File: src/hdl/spcr_cfg.svh
// constants of the serial port configuration register bank
// assumes a 13-bit register address space and 8-bit registers
`ifndef SPCR_CFG_SVH
`define SPCR_CFG_SVH
`define SPCR_A_PORT_CFG 13'h000
`define SPCR_A_VARIANT_ID 13'h003
`define SPCR_A_RB_SEL 13'h004
`define SPCR_A_PDS 13'h230
`define SPCR_A_UNUSED 13'h231
`define SPCR_A_COMMIT 13'h232
`define SPCR_RST_PORT_CFG 8'h18
`define SPCR_RST_RB_SEL 8'h00
`define SPCR_RST_PDS 8'h00
`define SPCR_CFG_LONG_INSTR 3
`define SPCR_CFG_SOFT_RESET 2
`define SPCR_CFG_LSB_FIRST 1
`define SPCR_CFG_SPLIT_PIN_MODE 0
`define SPCR_RB_ACTIVE 0
`define SPCR_COMMIT_BIT 0
`define SPCR_LONG_BITS 5'h10
`define SPCR_SHORT_BITS 5'h08
`define SPCR_LONG_RD 15
`define SPCR_SHORT_RD 7
`define SPCR_SYNC_CS 0
`define SPCR_SYNC_SCLK 1
`define SPCR_SYNC_DIN 2
`endif

File: src/hdl/spcr_pkg.sv
// types of the serial port configuration register bank
// assumes spcr_cfg.svh supplies all numeric constants
package spcr_pkg;
  typedef enum logic [1:0] {ph_idle, ph_instr, ph_data} spcr_phase_e;

  typedef struct packed {
    logic data_o;
    logic data_oe;
    logic serial_read_out_pin;
    logic serial_read_out_pin_oe;
  } spcr_pins_s;

  typedef struct packed {
    logic [2:0] sync1;
    logic [2:0] sync2;
    logic sclk_d;
    spcr_phase_e phase;
    logic [15:0] sh;
    logic [4:0] cnt;
    logic [2:0] bit_i;
    logic rd;
    logic [12:0] addr;
    logic [7:0] tx;
    logic [7:0] cfg;
    logic [7:0] rb;
    logic [7:0] pds_buf;
    logic [7:0] pds_act;
    logic upd;
    spcr_pins_s pins;
  } spcr_state_s;
endpackage

File: src/hdl/spcr_regs.sv
// serial control port slave with configuration, id, readback and commit registers
// assumes sclk, cs_n and data_i are asynchronous pins and sclk is well below clk/4
//
// Summary of operation
// - instruction-length bit zero means an 8-bit instruction and one a 16-bit one, reset one.
// - soft reset bit 2 set returns the readback select, pds and commit registers to their defaults.
// - the soft reset bit stays set until the host writes it to zero, which ends the reset.
// - bit-order zero (reset) shifts msb first and steps the address down per byte.
// - bit-order one shifts lsb first and steps the address up per byte.
// - split-pin mode zero (reset) uses the data pin both ways and floats the read-out pin.
// - split-pin mode one drives read data on the read-out pin, write data on the data pin.
// - address 0x003 is a read-only 8-bit variant code fixed for this part.
// - readback select at 0x004 returns buffer registers at zero (reset), active ones at one.
// - the commit bit at 0x232 resets to zero and clears itself after a write of one.
// - bit ranges of a field are written high:low in brackets, as in [5:2].
`include "spcr_cfg.svh"

module spcr_regs
  import spcr_pkg::*;
#(
  parameter logic [7:0] VARIANT_ID = 8'h5a // arbitrary value
) (
  input wire logic clk,
  input wire logic rst,
  input wire logic sclk,
  input wire logic cs_n,
  input wire logic data_i,
  output spcr_pins_s pins,
  output logic [7:0] pds_active
);

  localparam spcr_state_s ST_RST = '{
    sync1: 3'h1, sync2: 3'h1, sclk_d: 1'b0, phase: ph_idle, sh: 16'h0000,
    cnt: 5'h00, bit_i: 3'h0, rd: 1'b0, addr: 13'h0000, tx: 8'h00,
    cfg: `SPCR_RST_PORT_CFG, rb: `SPCR_RST_RB_SEL, pds_buf: `SPCR_RST_PDS,
    pds_act: `SPCR_RST_PDS, upd: 1'b0, pins: 4'h0};

  ////////////////////////////////////////////////////////////////////////////
  // bit reversal, used for lsb-first instructions and data

  function automatic logic [7:0] rev8(input logic [7:0] v);
    logic [7:0] o;
    o = 8'h00;
    for (int i = 0; i < 8; i++) begin
      o[i] = v[7 - i];
    end
    return o;
  endfunction

  function automatic logic [15:0] rev16(input logic [15:0] v);
    return {rev8(v[7:0]), rev8(v[15:8])};
  endfunction

  ////////////////////////////////////////////////////////////////////////////
  // state

  spcr_state_s r;
  spcr_state_s r_nxt;
  logic sclk_rise;
  logic sclk_fall;
  logic lsb;
  logic [15:0] shn;
  logic [15:0] ins;
  logic [7:0] ins8;
  logic [4:0] ins_len;
  logic [7:0] rd_val;
  logic [7:0] tx_v;
  logic out_bit;
  logic wr_en;
  logic [12:0] wr_a;
  logic [7:0] wr_d;
  logic byte_done;

  // edges from the second sync stage only
  assign sclk_rise = r.sync2[`SPCR_SYNC_SCLK] & ~r.sclk_d;
  assign sclk_fall = ~r.sync2[`SPCR_SYNC_SCLK] & r.sclk_d;
  assign lsb = r.cfg[`SPCR_CFG_LSB_FIRST];
  assign shn = {r.sh[14:0], r.sync2[`SPCR_SYNC_DIN]};

  always_comb begin
    r_nxt = r;
    wr_en = 1'b0;
    wr_a = r.addr;
    wr_d = 8'h00;
    byte_done = 1'b0;
    tx_v = 8'h00;
    out_bit = 1'b0;
    r_nxt.sync1 = {data_i, sclk, cs_n};
    r_nxt.sync2 = r.sync1;
    r_nxt.sclk_d = r.sync2[`SPCR_SYNC_SCLK];

    ins = lsb ? rev16(shn) : shn;
    ins8 = lsb ? rev8(shn[7:0]) : shn[7:0];
    ins_len = r.cfg[`SPCR_CFG_LONG_INSTR] ? `SPCR_LONG_BITS : `SPCR_SHORT_BITS;

    // readback mux; only the pds register has a separate active copy
    case (r.addr)
      `SPCR_A_PORT_CFG: rd_val = r.cfg;
      `SPCR_A_VARIANT_ID: rd_val = VARIANT_ID;
      `SPCR_A_RB_SEL: rd_val = r.rb;
      `SPCR_A_PDS: rd_val = r.rb[`SPCR_RB_ACTIVE] ? r.pds_act : r.pds_buf;
      `SPCR_A_COMMIT: rd_val = {7'h00, r.upd};
      default: rd_val = 8'h00;
    endcase

    if (r.sync2[`SPCR_SYNC_CS]) begin
      r_nxt.phase = ph_idle;
      r_nxt.cnt = 5'h00;
      r_nxt.bit_i = 3'h0;
      r_nxt.pins.data_oe = 1'b0;
      r_nxt.pins.serial_read_out_pin_oe = 1'b0;
    end else begin
      unique case (r.phase)
        ph_idle, ph_instr: begin
          r_nxt.phase = ph_instr;
          if (sclk_rise) begin
            r_nxt.sh = shn;
            r_nxt.cnt = 5'(r.cnt + 5'h01);
            if (5'(r.cnt + 5'h01) == ins_len) begin
              r_nxt.phase = ph_data;
              r_nxt.bit_i = 3'h0;
              if (r.cfg[`SPCR_CFG_LONG_INSTR]) begin
                r_nxt.rd = ins[`SPCR_LONG_RD];
                r_nxt.addr = ins[12:0];
              end else begin
                r_nxt.rd = ins8[`SPCR_SHORT_RD];
                r_nxt.addr = {8'h00, ins8[4:0]};
              end
            end
          end
        end
        ph_data: begin
          if (sclk_rise) begin
            r_nxt.sh = shn;
            r_nxt.bit_i = 3'(r.bit_i + 3'h1);
            if (r.bit_i == 3'h7) begin
              byte_done = 1'b1;
              wr_en = ~r.rd;
              wr_d = lsb ? rev8(shn[7:0]) : shn[7:0];
              r_nxt.addr = lsb ? 13'(r.addr + 13'h0001) : 13'(r.addr - 13'h0001);
            end
          end
          if (sclk_fall && r.rd) begin
            // a new byte is fetched on the falling edge before its first bit
            tx_v = (r.bit_i == 3'h0) ? (lsb ? rev8(rd_val) : rd_val) : r.tx;
            out_bit = tx_v[7];
            r_nxt.tx = {tx_v[6:0], 1'b0};
            if (r.cfg[`SPCR_CFG_SPLIT_PIN_MODE]) begin
              r_nxt.pins.serial_read_out_pin = out_bit;
              r_nxt.pins.serial_read_out_pin_oe = 1'b1;
              r_nxt.pins.data_oe = 1'b0;
            end else begin
              r_nxt.pins.data_o = out_bit;
              r_nxt.pins.data_oe = 1'b1;
              r_nxt.pins.serial_read_out_pin_oe = 1'b0;
            end
          end
        end
      endcase
    end

    // commit first so a fresh write of the commit bit still lands
    if (r.upd) begin
      r_nxt.pds_act = r.pds_buf;
      r_nxt.upd = 1'b0;
    end

    if (wr_en) begin
      case (wr_a)
        `SPCR_A_PORT_CFG: r_nxt.cfg = wr_d;
        `SPCR_A_RB_SEL: r_nxt.rb = {7'h00, wr_d[`SPCR_RB_ACTIVE]};
        `SPCR_A_PDS: r_nxt.pds_buf = wr_d;
        `SPCR_A_COMMIT: r_nxt.upd = wr_d[`SPCR_COMMIT_BIT];
        default: ;
      endcase
    end

    // held in reset while the bit stands; the port config keeps it so the host can clear it
    if (r.cfg[`SPCR_CFG_SOFT_RESET]) begin
      r_nxt.rb = `SPCR_RST_RB_SEL;
      r_nxt.pds_buf = `SPCR_RST_PDS;
      r_nxt.pds_act = `SPCR_RST_PDS;
      r_nxt.upd = 1'b0;
    end
  end

  always_ff @(posedge clk or posedge rst) begin
    if (rst) begin
      r <= ST_RST;
    end else begin
      r <= r_nxt;
    end
  end

  assign pins = r.pins;
  assign pds_active = r.pds_act;
endmodule

File: config.mk
export PLATFORM = sky130hd
export DESIGN_NAME = spcr_regs
export DESIGN_NICKNAME = d
export VERILOG_FILES = /design/src/hdl/spcr_pkg.sv /design/src/hdl/spcr_regs.sv
export VERILOG_INCLUDE_DIRS = /design/src /design/src/hdl
export SDC_FILE = /design/constraint.sdc
export NUM_CORES = 1
export LEC_CHECK = 0
export BUFFER_PORTS_ARGS = -buffer_cell sky130_fd_sc_hd__buf_4
export CAP_MARGIN = 0
export CORE_UTILIZATION = 67
export CTS_CLUSTER_SIZE = 14
export DETAILED_ROUTE_END_ITERATION = 10
export PLACE_DENSITY = 0.93
export SETUP_SLACK_MARGIN = 0.1
export SKIP_LAST_GASP = 1
export SLEW_MARGIN = 20
export SYNTH_ARGS = -nofsm -noshare
export SYNTH_HDL_FRONTEND = slang
export SYNTH_SLANG_ARGS = --single-unit
File: constraint.sdc
create_clock -name clk -period 4.6 [get_ports clk]
set_clock_uncertainty 0.05 [all_clocks]
set_input_delay 0.46 -clock clk [delete_from_list [all_inputs] [get_ports clk]]
set_output_delay 0.46 -clock clk [all_outputs]
set_load 0.02 [all_outputs]
[Yosys cells after proc, flatten, opt, wreduce, memory -nomap -nowiden]
Cells that the tools add are included.
Cells by class
  $add $sub $neg: 4
  multiply operators: 0
  divide/modulo/power cells: 0
  $lt $le $gt $ge: 0
  equal/unequal tests: 15
  shift operators: 0
  mux-type cells: 45
  bitwise operators: 7
  reduce and logical (&&, ||, !) cells: 25
Operator list (number)
  $mux 8: 11
  $mux 40: 1
  $pmux 8 s5: 1
  $mux 13: 3
  $mux 16: 2
  $pmux 15 s2: 1
  $eq 13x10->1 const B: 2
  $pmux 13 s2: 1
  $mux 25: 1
  $mux 17: 1
  $reduce_bool 2->1: 8
  $mux 15: 1
  $mux 14: 1
  $add 13x1->13 const B: 1
  $eq 13x2->1 const B: 1
  $eq 13x3->1 const B: 1
  $logic_not 13->1: 1
  $sub 13x1->13 const B: 1
  $reduce_and 4->1: 3
  $mux 1: 11
  $mux 5: 2
  $reduce_and 2->1: 5
  $mux 3: 3
  $mux 9: 1
  other kinds (18): 32
Word-level totals
  register bits after elaboration: 90
  bits in latches: 0
  memory bits (writable): 0
  memory bits (read-only): 0
  input port bits: 5
  output and inout port bits: 12
  word-level logic and storage cells: 115
  memories: 0

[Logic depth before layout (Yosys ltp)]
Gate-level depths: netlist of the first run.
  depth after elaboration: 8
  mapped depth: 10
  mapped depth without buffers: 8

[Worst setup path after synthesis of the first run]
Ideal clock, no wire load.
  path kind: flip-flop to flip-flop
  start: reg r (netlist bit lsb)
  end: reg r (netlist bit wr_a[10])
  arrival: 2.717 ns
  setup slack: 1.709 ns
  cell stages (with the launch flop): 11
  buffers on the path: 2
  clock period less this slack: 2.891 ns
  path through: dfrtp_1 -> clkbuf_1 -> inv_1 -> clkbuf_1 -> ha_1 -> a211oi_1 -> o21ai_0 -> a41oi_1 -> xor2_1 -> nor3_1 -> a211o_1
Between the ends
  word-level cells in the longest chain between the ends: 5
  elaborated cells between the ends (all ways): 8
  classes of those cells: mux (8)
Ends and longest elaborated chain
  start, declared: RTL line spcr_regs.sv:57  | spcr_state_s r;
  start signal, assigned: RTL line spcr_regs.sv:191  | r <= r_nxt;
  $mux 16: RTL line spcr_regs.sv:92  | ins = lsb ? rev16(shn) : shn;
  $mux 14: RTL line spcr_regs.sv:122  | if (r.cfg[`SPCR_CFG_LONG_INSTR]) begin
  $mux 17: RTL line spcr_regs.sv:119  | if (5'(r.cnt + 5'h01) == ins_len) begin
  $mux 40: RTL line spcr_regs.sv:116  | if (sclk_rise) begin
  $pmux 13 s2 (*): RTL line spcr_regs.sv:113  | unique case (r.phase)
Mark *: on every way between the ends. The rest lies on a longest branch, timed or not. The select of a mux whose other input is x is not followed.
A chain may end at the register's enable or synchronous reset.

[Worst setup path in the final report of the first run]
  start: reg r[84] in the netlist's numbering
  end: reg r[16] in the netlist's numbering
Between the ends
  word-level cells in the longest chain between the ends: 6
  elaborated cells between the ends (all ways): 10
  classes of those cells: eq/ne (1); mux (7); reduce/logical (2)
Ends and longest elaborated chain
  $eq 2x2->1 (*): RTL line spcr_regs.sv:113
  $mux 8: RTL line spcr_regs.sv:113
  $mux 8: RTL line spcr_regs.sv:106  | if (r.sync2[`SPCR_SYNC_CS]) begin
  $mux 8: RTL line spcr_regs.sv:169  | case (wr_a)
  $mux 16: RTL line spcr_regs.sv:168  | if (wr_en) begin
  $mux 25: RTL line spcr_regs.sv:179  | if (r.cfg[`SPCR_CFG_SOFT_RESET]) begin
Marked as above.

==> results.yml, run 1 <==
run_status:
  status: "finished, final reports clean"
drt:
  ant_nets: 0
  wl_per_cell_um: 17.6
  drc: 0
  drtPass1Iterations: 5
  drtIter0Drc: 367
  routed_wl_um: 11100
  vias: 4052
  via_per_inst: 6.39
yosys:
  netlist.area_leader.share_pct: 40.1
  synth_top_flop_cell: "dfrtp_1"
  synth_cell_type_count: 58
  yosysMostFrequentCell: "dfrtp_1"
  yosysTopAreaCell: "dfrtp_1"
  netlist_instances: 544
  avgSynthCellArea_um2: 9.05
  synth_edf_count: 0
  ys_async_sr_fraction_pct: 100
  synth.top_cells.by_count: "79 x dfrtp_1, 78 x nand2_1, 58 x nor2_1, 46 x o21ai_0, 38 x mux2i_1"
  ys_ff_latch: 83
  ys_top_cells_by_area: "dfrtp_1 40%, mux2i_1 7.7%, nand2_1 5.9%, o21ai_0 4.7%, nor2_1 4.4%"
  synth_area_um2: 4920
  ys_seq_area_share_pct: 42.3
  syn-num-nets: 566
  yosys_warnings: 0
critical_path:
  path_cells: "nand2b_1 -> nor3_1 -> nand4b_1 -> nor3_2 -> nor2_1 -> a211oi_1"
  slowest_delay_ns: 0.82
  crit_start: "r[84]"
  start_kind: "register"
  crit_path_max_fanout: 16
  cpMaxStageDelayCell: "nor3_2"
  r2r_start: "r[84]"
  worstPathRequired_ns: 4.81
  path_class: "register to register"
  cp-end-kind: "register"
  crit_arrival_ns: 3.37
clocking:
  cts_tree: "done"
  clk-insertion-delay-late_ns: 0.37
  cts_resized: 0
  cts_setup_buffers: 0
  cts_root_buf: "clkbuf_8"
  htreeDepth: 3
  hold_buffers: 0
  cts.sinks: 83
  cts.clk_slew.worst_paths_ns: 0.09
  cts_made_buffers: 9
  clock_path_buffers: 2
sta:
  slew_headroom_pct: 32.5
  max_freq_mhz: 316
  slew_viol_final: 0
  tns_ns: 0
  period_share_pct: 68.8
  rsz0062_at_grt: "no"
  setup_violations: 0
  period_needed_ns: 3.17
  worst_pin_slew_ns: 1.01
  hold_violations: 0
global_routing:
  grt_max_degree: 49
  gr-usage-met3_pct: 7.35
  grt_first_pass_wirelength_um: 18700
  track_usage_pct: 31.9
  antenna_found_initial: 0
  grt-busiest-layer: "met2"
  use_met1_pct: 42.6
  met2_usage_pct: 51.1
  first_global_vias: 3799
  grt-ovfl-total: 0
final_layout:
  syn_to_final_growth_pct: 5.46
  nets: 555
  fillCellCount: 492
  antenna_cells: 0
  drive_gt1_share_pct: 9.48
pwr:
  power_density_nw_per_um2: 267
  p_leak_nw: 2.17
  power.total_mw: 1.39
  ir_worst_vdd_mv: 0.232
floorplan:
  core_region_area_um2: 6940
  io_pins: 17
  die_h_um: 87.7
  core.rowCount: 30
  initial_utilization_pct: 70.9
  dieArea_um2: 7700
  die_x_um: 87.7
hold_path:
  worstHoldPathType: "input pin to async pin"
placement:
  gp_congestion: 0.994
  dp_hpwl_um: 7780
  numPortBuffers: 16
flow_run:
  drv_cap: 0
[registers in the layout, indices dropped and copies added (netlist names)]
| signal | flops |
|---|---|
| lsb | 1 |
| pins | 4 |
| wr_a | 13 |
| r | 57 |
| pds_active | 8 |
[placed cells by master (no fill, tap or decap), drive strengths merged, types with 12 or more instances in the layout]
| cell | count |
|---|---|
| mux2i | 38 |
| a21oi | 25 |
| ha | 16 |
| nand2 | 78 |
| o21ai | 48 |
| xnor2 | 13 |
| buf | 19 |
| nor2 | 58 |
| dfrtp | 79 |
| nor3 | 21 |
| a211oi | 12 |
[per-stage QoR]
step                      area [um2]  cells  setup slack, ns  util [%]  hold WS (ns)
after global placement          4960    618             1.75      71.5         0.281
after detailed placement        4960    618             1.66      71.5         0.285
after floorplan                 4920    544             1.71         -         0.281
after global routing            5190    634             1.19      74.8         0.125
after CTS                       5190    634             1.49      74.8         0.105
final                           5190    634             1.43      74.8        0.0969
[worst max-delay path: cells and delay by family, from the launching register on]
kind | cells | cell delay (ns)
AO/OA/AOI/OAI | 1 | 0.31
flip-flops | 1 | 0.49
AND/OR/NAND/NOR | 5 | 2.20
[where the power goes]
group / switching [mW] / internal (mW) / leakage (nW) / total [mW]
registers: 0.00796 / 0.736 / 1.13 / 0.744
logic: 0.0253 / 0.00791 / 0.920 / 0.0333
clock network: 0.292 / 0.316 / 0.117 / 0.608
total: 0.325 / 1.06 / 2.17 / 1.39
[routing by layer]
metal  wire length, um  vias up
li1                  -     1909
met1              4740     1938
met2              5350      180
met3               788       25
met4               248        0
met5                 0        -
[kinds of logic (layout without fill, tap and decap cells)]
kind of cell    after synthesis  in the layout  share of synthesized area (%)
simple gates                198            198                           18.2
compound gates              140            140                           18.5
flops                        83             83                           42.3
buf+inv                      48             42                           5.11
mux                          41             41                           8.41
fa+ha+maj                    17             17                           4.47
xor+xnor                     17             17                           3.02
[worst paths after layout]
path                       slack [ns]       to  cells past startpoint
max                              1.43    r[16]                      6
min                               0.1    r[39]                      2
max reg2reg                      1.43    r[16]                      6
min reg2reg                      0.30    r[88]                      0
max in group asynchronous        3.41  wr_a[2]                      3
min in group clk                 0.14    r[89]                      1
[final cells by class]
| class | instances | area [um2] | share of cell area [%] |
|---|---|---|---|
| inverter | 7 | 27.5 | 0.530 |
| sequential | 83 | 2080 | 40.1 |
| timing repair buffer | 19 | 143 | 2.75 |
| clock inverter | 7 | 106 | 2.05 |
| tap | 96 | 120 | 2.31 |
| multi-input combinational | 413 | 2590 | 49.9 |
| clock buffer | 9 | 124 | 2.38 |
No activity file was read; power rests on OpenSTA's default activity.
==> run 2, diff against run 1 <==
- CORE_UTILIZATION: 67 -> 56
- PLACE_DENSITY: 0.93 -> 0.84
- clock period: 4.6 -> 2.9 ns (I/O delays scaled with it)
==> run 2 against run 1 <==
Flip-flop and latch count is the same. Utilization decreased by 12 points. Combinational power increased by 81%. Global-route usage fell by 5.9 points. Non-clock buffer count up 12. Worst hold slack improved by 0.21 ns. Wire length down 2.6%. Largest cell class unchanged.
==> results.yml, run 2 (synthesis gave the netlist of run 1 again) <==
sta:
  slew_viol_final: 0
  period_needed_ns: 2.52
  hold_violations: 0
  max_freq_mhz: 397
  tns_ns: 0
  hold_slack_ns: 0.303
  rsz0062_at_grt: "no"
  setup_violations: 0
  period_share_pct: 86.8
  layout_setup_ws_ns: 0.382
  worst_pin_slew_ns: 0.789
  slew_headroom_pct: 47.0
final_layout:
  fin_util_pct: 62.9
  antenna_cells: 0
  syn_to_final_growth_pct: 7.04
  drive_gt1_share_pct: 10.4
  fin_area_um2: 5270
  final_cell_mix: "79 x dfrtp_1, 78 x nand2_1, 58 x nor2_1"
  final_common_cell: "dfrtp_1"
  final_cells: 655
  top_register: "r"
  nets: 567
  largest_reg_flops: 57
global_routing:
  track_usage_pct: 26.0
  antenna_found_initial: 0
  grt-ovfl-total: 0
  first_global_vias: 3768
  grt_first_pass_wirelength_um: 18300
  grt_max_degree: 37
clocking:
  cts_tree: "done"
  cts_root_buf: "clkbuf_8"
  cts_made_buffers: 9
  clk-insertion-delay-late_ns: 0.36
  cts.clk_slew.worst_paths_ns: 0.08
  clock_path_buffers: 2
  cts.sinks: 83
  cts_resized: 0
  cts_setup_buffers: 0
  htreeDepth: 3
drt:
  vias: 4038
  drc: 0
  drtPass1Iterations: 5
  via_per_inst: 6.16
  routed_wl_um: 10800
  drtIter0Drc: 257
  ant_nets: 0
  wl_per_cell_um: 16.6
critical_path:
  crit_path_max_fanout: 11
  path_buf_inv: 1
  cp_top_family: "simple AND/OR/NAND/NOR gates"
  crit_arrival_ns: 2.68
  cpMaxStageDelayCell: "or4_4"
  path_cells: "or4_4 -> nor3_2 -> nand4b_1 -> buf_4 -> nand2_1 -> o21ai_0"
  start_kind: "register"
  cp-end-kind: "register"
  worstPathRequired_ns: 3.06
  path_class: "register to register"
  slowest_delay_ns: 0.66
pwr:
  power.total_mw: 2.08
  p_leak_nw: 2.20
  ir_worst_vdd_mv: 0.307
  power_density_nw_per_um2: 395
floorplan:
  die_x_um: 95.8
  initial_utilization_pct: 58.8
  core.rowCount: 33
  core_region_area_um2: 8380
  dieArea_um2: 9170
  io_pins: 17
  die_h_um: 95.8
run_status:
  status: "finished, final reports clean"
placement:
  numPortBuffers: 16
  dp_hpwl_um: 7920
  place_area_um2: 5030
  dp_cells: 635
  gp_congestion: 0.939
  post-place-ws_ns: 0.463
flow_run:
  drv_cap: 0
hold_path:
  worstHoldPathType: "register to register"
[run 2: cell types whose count changed in the layout (fill, tap and decap cells not counted), sizes merged]
cell	change
clkinvlp	+1
clkinv	+1
clkbuf	+3
buf	+8
dlygate4sd3	+4
bufinv	-1
inv	-4
[run 2: timing repair]
item,4_1_cts,5_1_grt
endpoints found under the hold margin,35,0
hold buffers,4,0
endpoints found under the setup margin,0,0
[run 2: worst paths after layout]
check | to | startpoint | cells after the start | slack, ns
max in group asynchronous | r[86] | rst | 4 | 1.51
hold reg to reg | r[87] | r[90] | 0 | 0.30
setup / recovery | r[31] | wr_a[0] | 6 | 0.38
setup reg to reg | r[31] | wr_a[0] | 6 | 0.38
hold / removal | r[87] | r[90] | 0 | 0.30
min in group asynchronous | r[41] | rst | 3 | 0.50
[run 2: final cells by class]
class	count	area (um2)
repair buffers	31	243
clock inverters	4	51.3
multi-input cells	413	2590
fillers	664	3110
inverters	7	27.5
flip-flops and latches	83	2080
well taps	105	131
clock buffers	12	145
[run 2: power by group]
group	leakage, nW	internal [mW]	total, mW	switching (mW)
logic	0.973	0.0178	0.0603	0.0425
clock network	0.0966	0.423	0.844	0.421
registers	1.13	1.17	1.18	0.0125
total	2.20	1.61	2.08	0.476
[run 2: layer usage]
layer  part of all wire (%)  global-route usage (%)
met3                    5.2                    4.42
met5                      0                       0
met2                     47                    42.9
met1                     45                    33.6
met4                    3.0                    11.8
[run 2: worst register-to-register path, cell delays in order (launching register included)]
cell	delay [ns]
dfrtp_1	0.51
or4_4	0.67
nor3_2	0.29
nand4b_1	0.39
buf_4	0.30
nand2_1	0.07
o21ai_0	0.11
==> run 3, diff against run 2 <==
- BUFFER_PORTS_ARGS: -buffer_cell sky130_fd_sc_hd__buf_4 -> -buffer_cell sky130_fd_sc_hd__buf_2
- CORE_UTILIZATION: 56 -> 60
- PLACE_DENSITY: 0.84 -> 0.85
- clock period: 2.9 -> 2.91 ns (I/O delays scaled with it)
==> run 3 against run 2 <==
Final area fell by 0.19%. Maximum frequency fell by 0.48%. First-iteration DRC count up 56%. Critical path type unchanged.
==> results.yml, run 3 (synthesis gave the netlist of run 1 again) <==
run_status:
  status: "finished, final reports clean"
placement:
  numPortBuffers: 16
  place_area_um2: 5000
  dp_hpwl_um: 7810
  gp_congestion: 0.941
floorplan:
  core.rowCount: 32
  die_h_um: 92.6
  core_region_area_um2: 7850
  initial_utilization_pct: 62.8
  die_x_um: 92.6
  dieArea_um2: 8570
  io_pins: 17
sta:
  hold_violations: 0
  setup_violations: 0
  slew_headroom_pct: 59.6
  rsz0062_at_grt: "no"
  slew_viol_final: 0
  period_needed_ns: 2.53
  tns_ns: 0
  worst_pin_slew_ns: 0.589
  max_freq_mhz: 395
  period_share_pct: 87.0
global_routing:
  antenna_found_initial: 0
  grt-ovfl-total: 0
  grt_first_pass_wirelength_um: 18600
  grt_max_degree: 36
  track_usage_pct: 27.6
  first_global_vias: 3887
drt:
  drc: 0
  drtPass1Iterations: 6
  via_per_inst: 6.17
  routed_wl_um: 10800
  wl_per_cell_um: 16.6
  drtIter0Drc: 401
  ant_nets: 0
  vias: 4028
critical_path:
  worstPathRequired_ns: 3.11
  cpMaxStageDelayCell: "fa_1"
  crit_arrival_ns: 2.73
  cp_top_family: "compound AO/OA/AOI/OAI gates"
  slowest_delay_ns: 0.53
  reg2reg_to: "wr_a[10]"
  start_kind: "register"
  path_class: "register to register"
  path_cells: "fa_1 -> a211oi_1 -> o21ai_0 -> a41oi_1 -> xor2_1 -> nor3_1 -> a211o_1"
  cp-end-kind: "register"
  reg2regPathDepth: 7
  r2r_start: "wr_a[0]"
  reg2reg_slack_ns: 0.38
  path_buf_inv: 0
  crit_path_max_fanout: 11
final_layout:
  antenna_cells: 0
  top_register: "r"
  fillCellCount: 624
  final_common_cell: "dfrtp_1"
  drive_gt1_share_pct: 10.9
  largest_reg_flops: 57
  fin_area_um2: 5260
  multi_input_comb_area_um2: 2590
  syn_to_final_growth_pct: 6.83
  seq_area_um2: 2080
  final_cell_mix: "79 x dfrtp_1, 78 x nand2_1, 58 x nor2_1"
  nets: 568
clocking:
  cts_resized: 0
  clk-insertion-delay-late_ns: 0.36
  cts_root_buf: "clkbuf_8"
  cts.sinks: 83
  htreeDepth: 3
  clock_path_buffers: 2
  cts.clk_slew.worst_paths_ns: 0.09
  cts_made_buffers: 9
  cts_tree: "done"
pwr:
  p_leak_nw: 2.22
  switching_share_pct: 22.8
  intPower_mw: 1.67
  power.total_mw: 2.16
  power_density_nw_per_um2: 410
  p_sw_mw: 0.491
  ir_worst_vdd_mv: 0.267
  clkPwrFrac_pct: 42.9
  power_frac_comb_pct: 2.7
  power_frac_seq_pct: 54.5
hold_path:
  worstHoldPathType: "register to register"
  hold_path_end: "r[87]"
  hold-path-cell-count: 0
  hp-start: "r[90]"
flow_run:
  drv_cap: 0
[run 3: power by group through the flow]
stage / logic [mW] / clock network, mW / registers (mW)
2_1_floorplan: 0.0397 / 0 / 1.19
3_3_place_gp: 0.0541 / 0 / 1.20
3_5_place_dp: 0.0555 / 0 / 1.20
4_1_cts: 0.0596 / 0.943 / 1.18
5_1_grt: 0.0675 / 0.989 / 1.18
6_report: 0.0579 / 0.926 / 1.18
[run 3: area by class of cell]
cell class                 count  share of cell area [%]
timing repair buffer          32                    4.00
clock buffer                   9                    2.35
multi-input combinational    413                    49.3
tap                          102                    2.43
inverter                       7                   0.523
sequential                    83                    39.6
clock inverter                 7                    1.88
[run 3: worst register-to-register path, cell delays in order, from the launching register on]
cell and delay, ns:
dfrtp_1 0.51, fa_1 0.53, a211oi_1 0.36, o21ai_0 0.21
a41oi_1 0.30, xor2_1 0.18, nor3_1 0.06, a211o_1 0.22
[run 3: metrics by stage]
| stage | setup WS (ns) | hold slack (ns) | util [%] | instances |
|---|---|---|---|---|
| floorplan | 0.219 | 0.245 | - | 544 |
| global placement | 0.528 | 0.231 | 63.7 | 633 |
| detailed placement | 0.467 | 0.240 | 63.7 | 633 |
| CTS | 0.436 | 0.306 | 67.0 | 653 |
| global route | 0.170 | 0.310 | 67.0 | 653 |
| finish | 0.379 | 0.303 | 67.0 | 653 |
[run 3: worst max path at each step]
| stage | from | to | depth (start not counted) |
|---|---|---|---|
| 2_1_floorplan | lsb | wr_a[10] | 10 |
| 6_report | wr_a[0] | wr_a[10] | 7 |
| 4_1_cts | wr_a[0] | wr_a[10] | 7 |
| 3_3_place_gp | r[62] | r[59] | 7 |
| 3_5_place_dp | wr_a[0] | wr_a[10] | 7 |
| 5_1_grt | wr_a[0] | wr_a[10] | 7 |
[run 3: timing repair]
item	4_1_cts	5_1_grt
buffers inserted	0	0
hold buffers	4	0
hold endpoints to repair	22	0
[run 3: metal layers]
layer	global-route usage [%]	wire length [um]	vias to the layer above
li1	-	-	1934
met1	37.9	4820	1917
met2	43.0	5050	148
met3	4.35	662	29
met4	12.8	292	0
met5	0	0	-
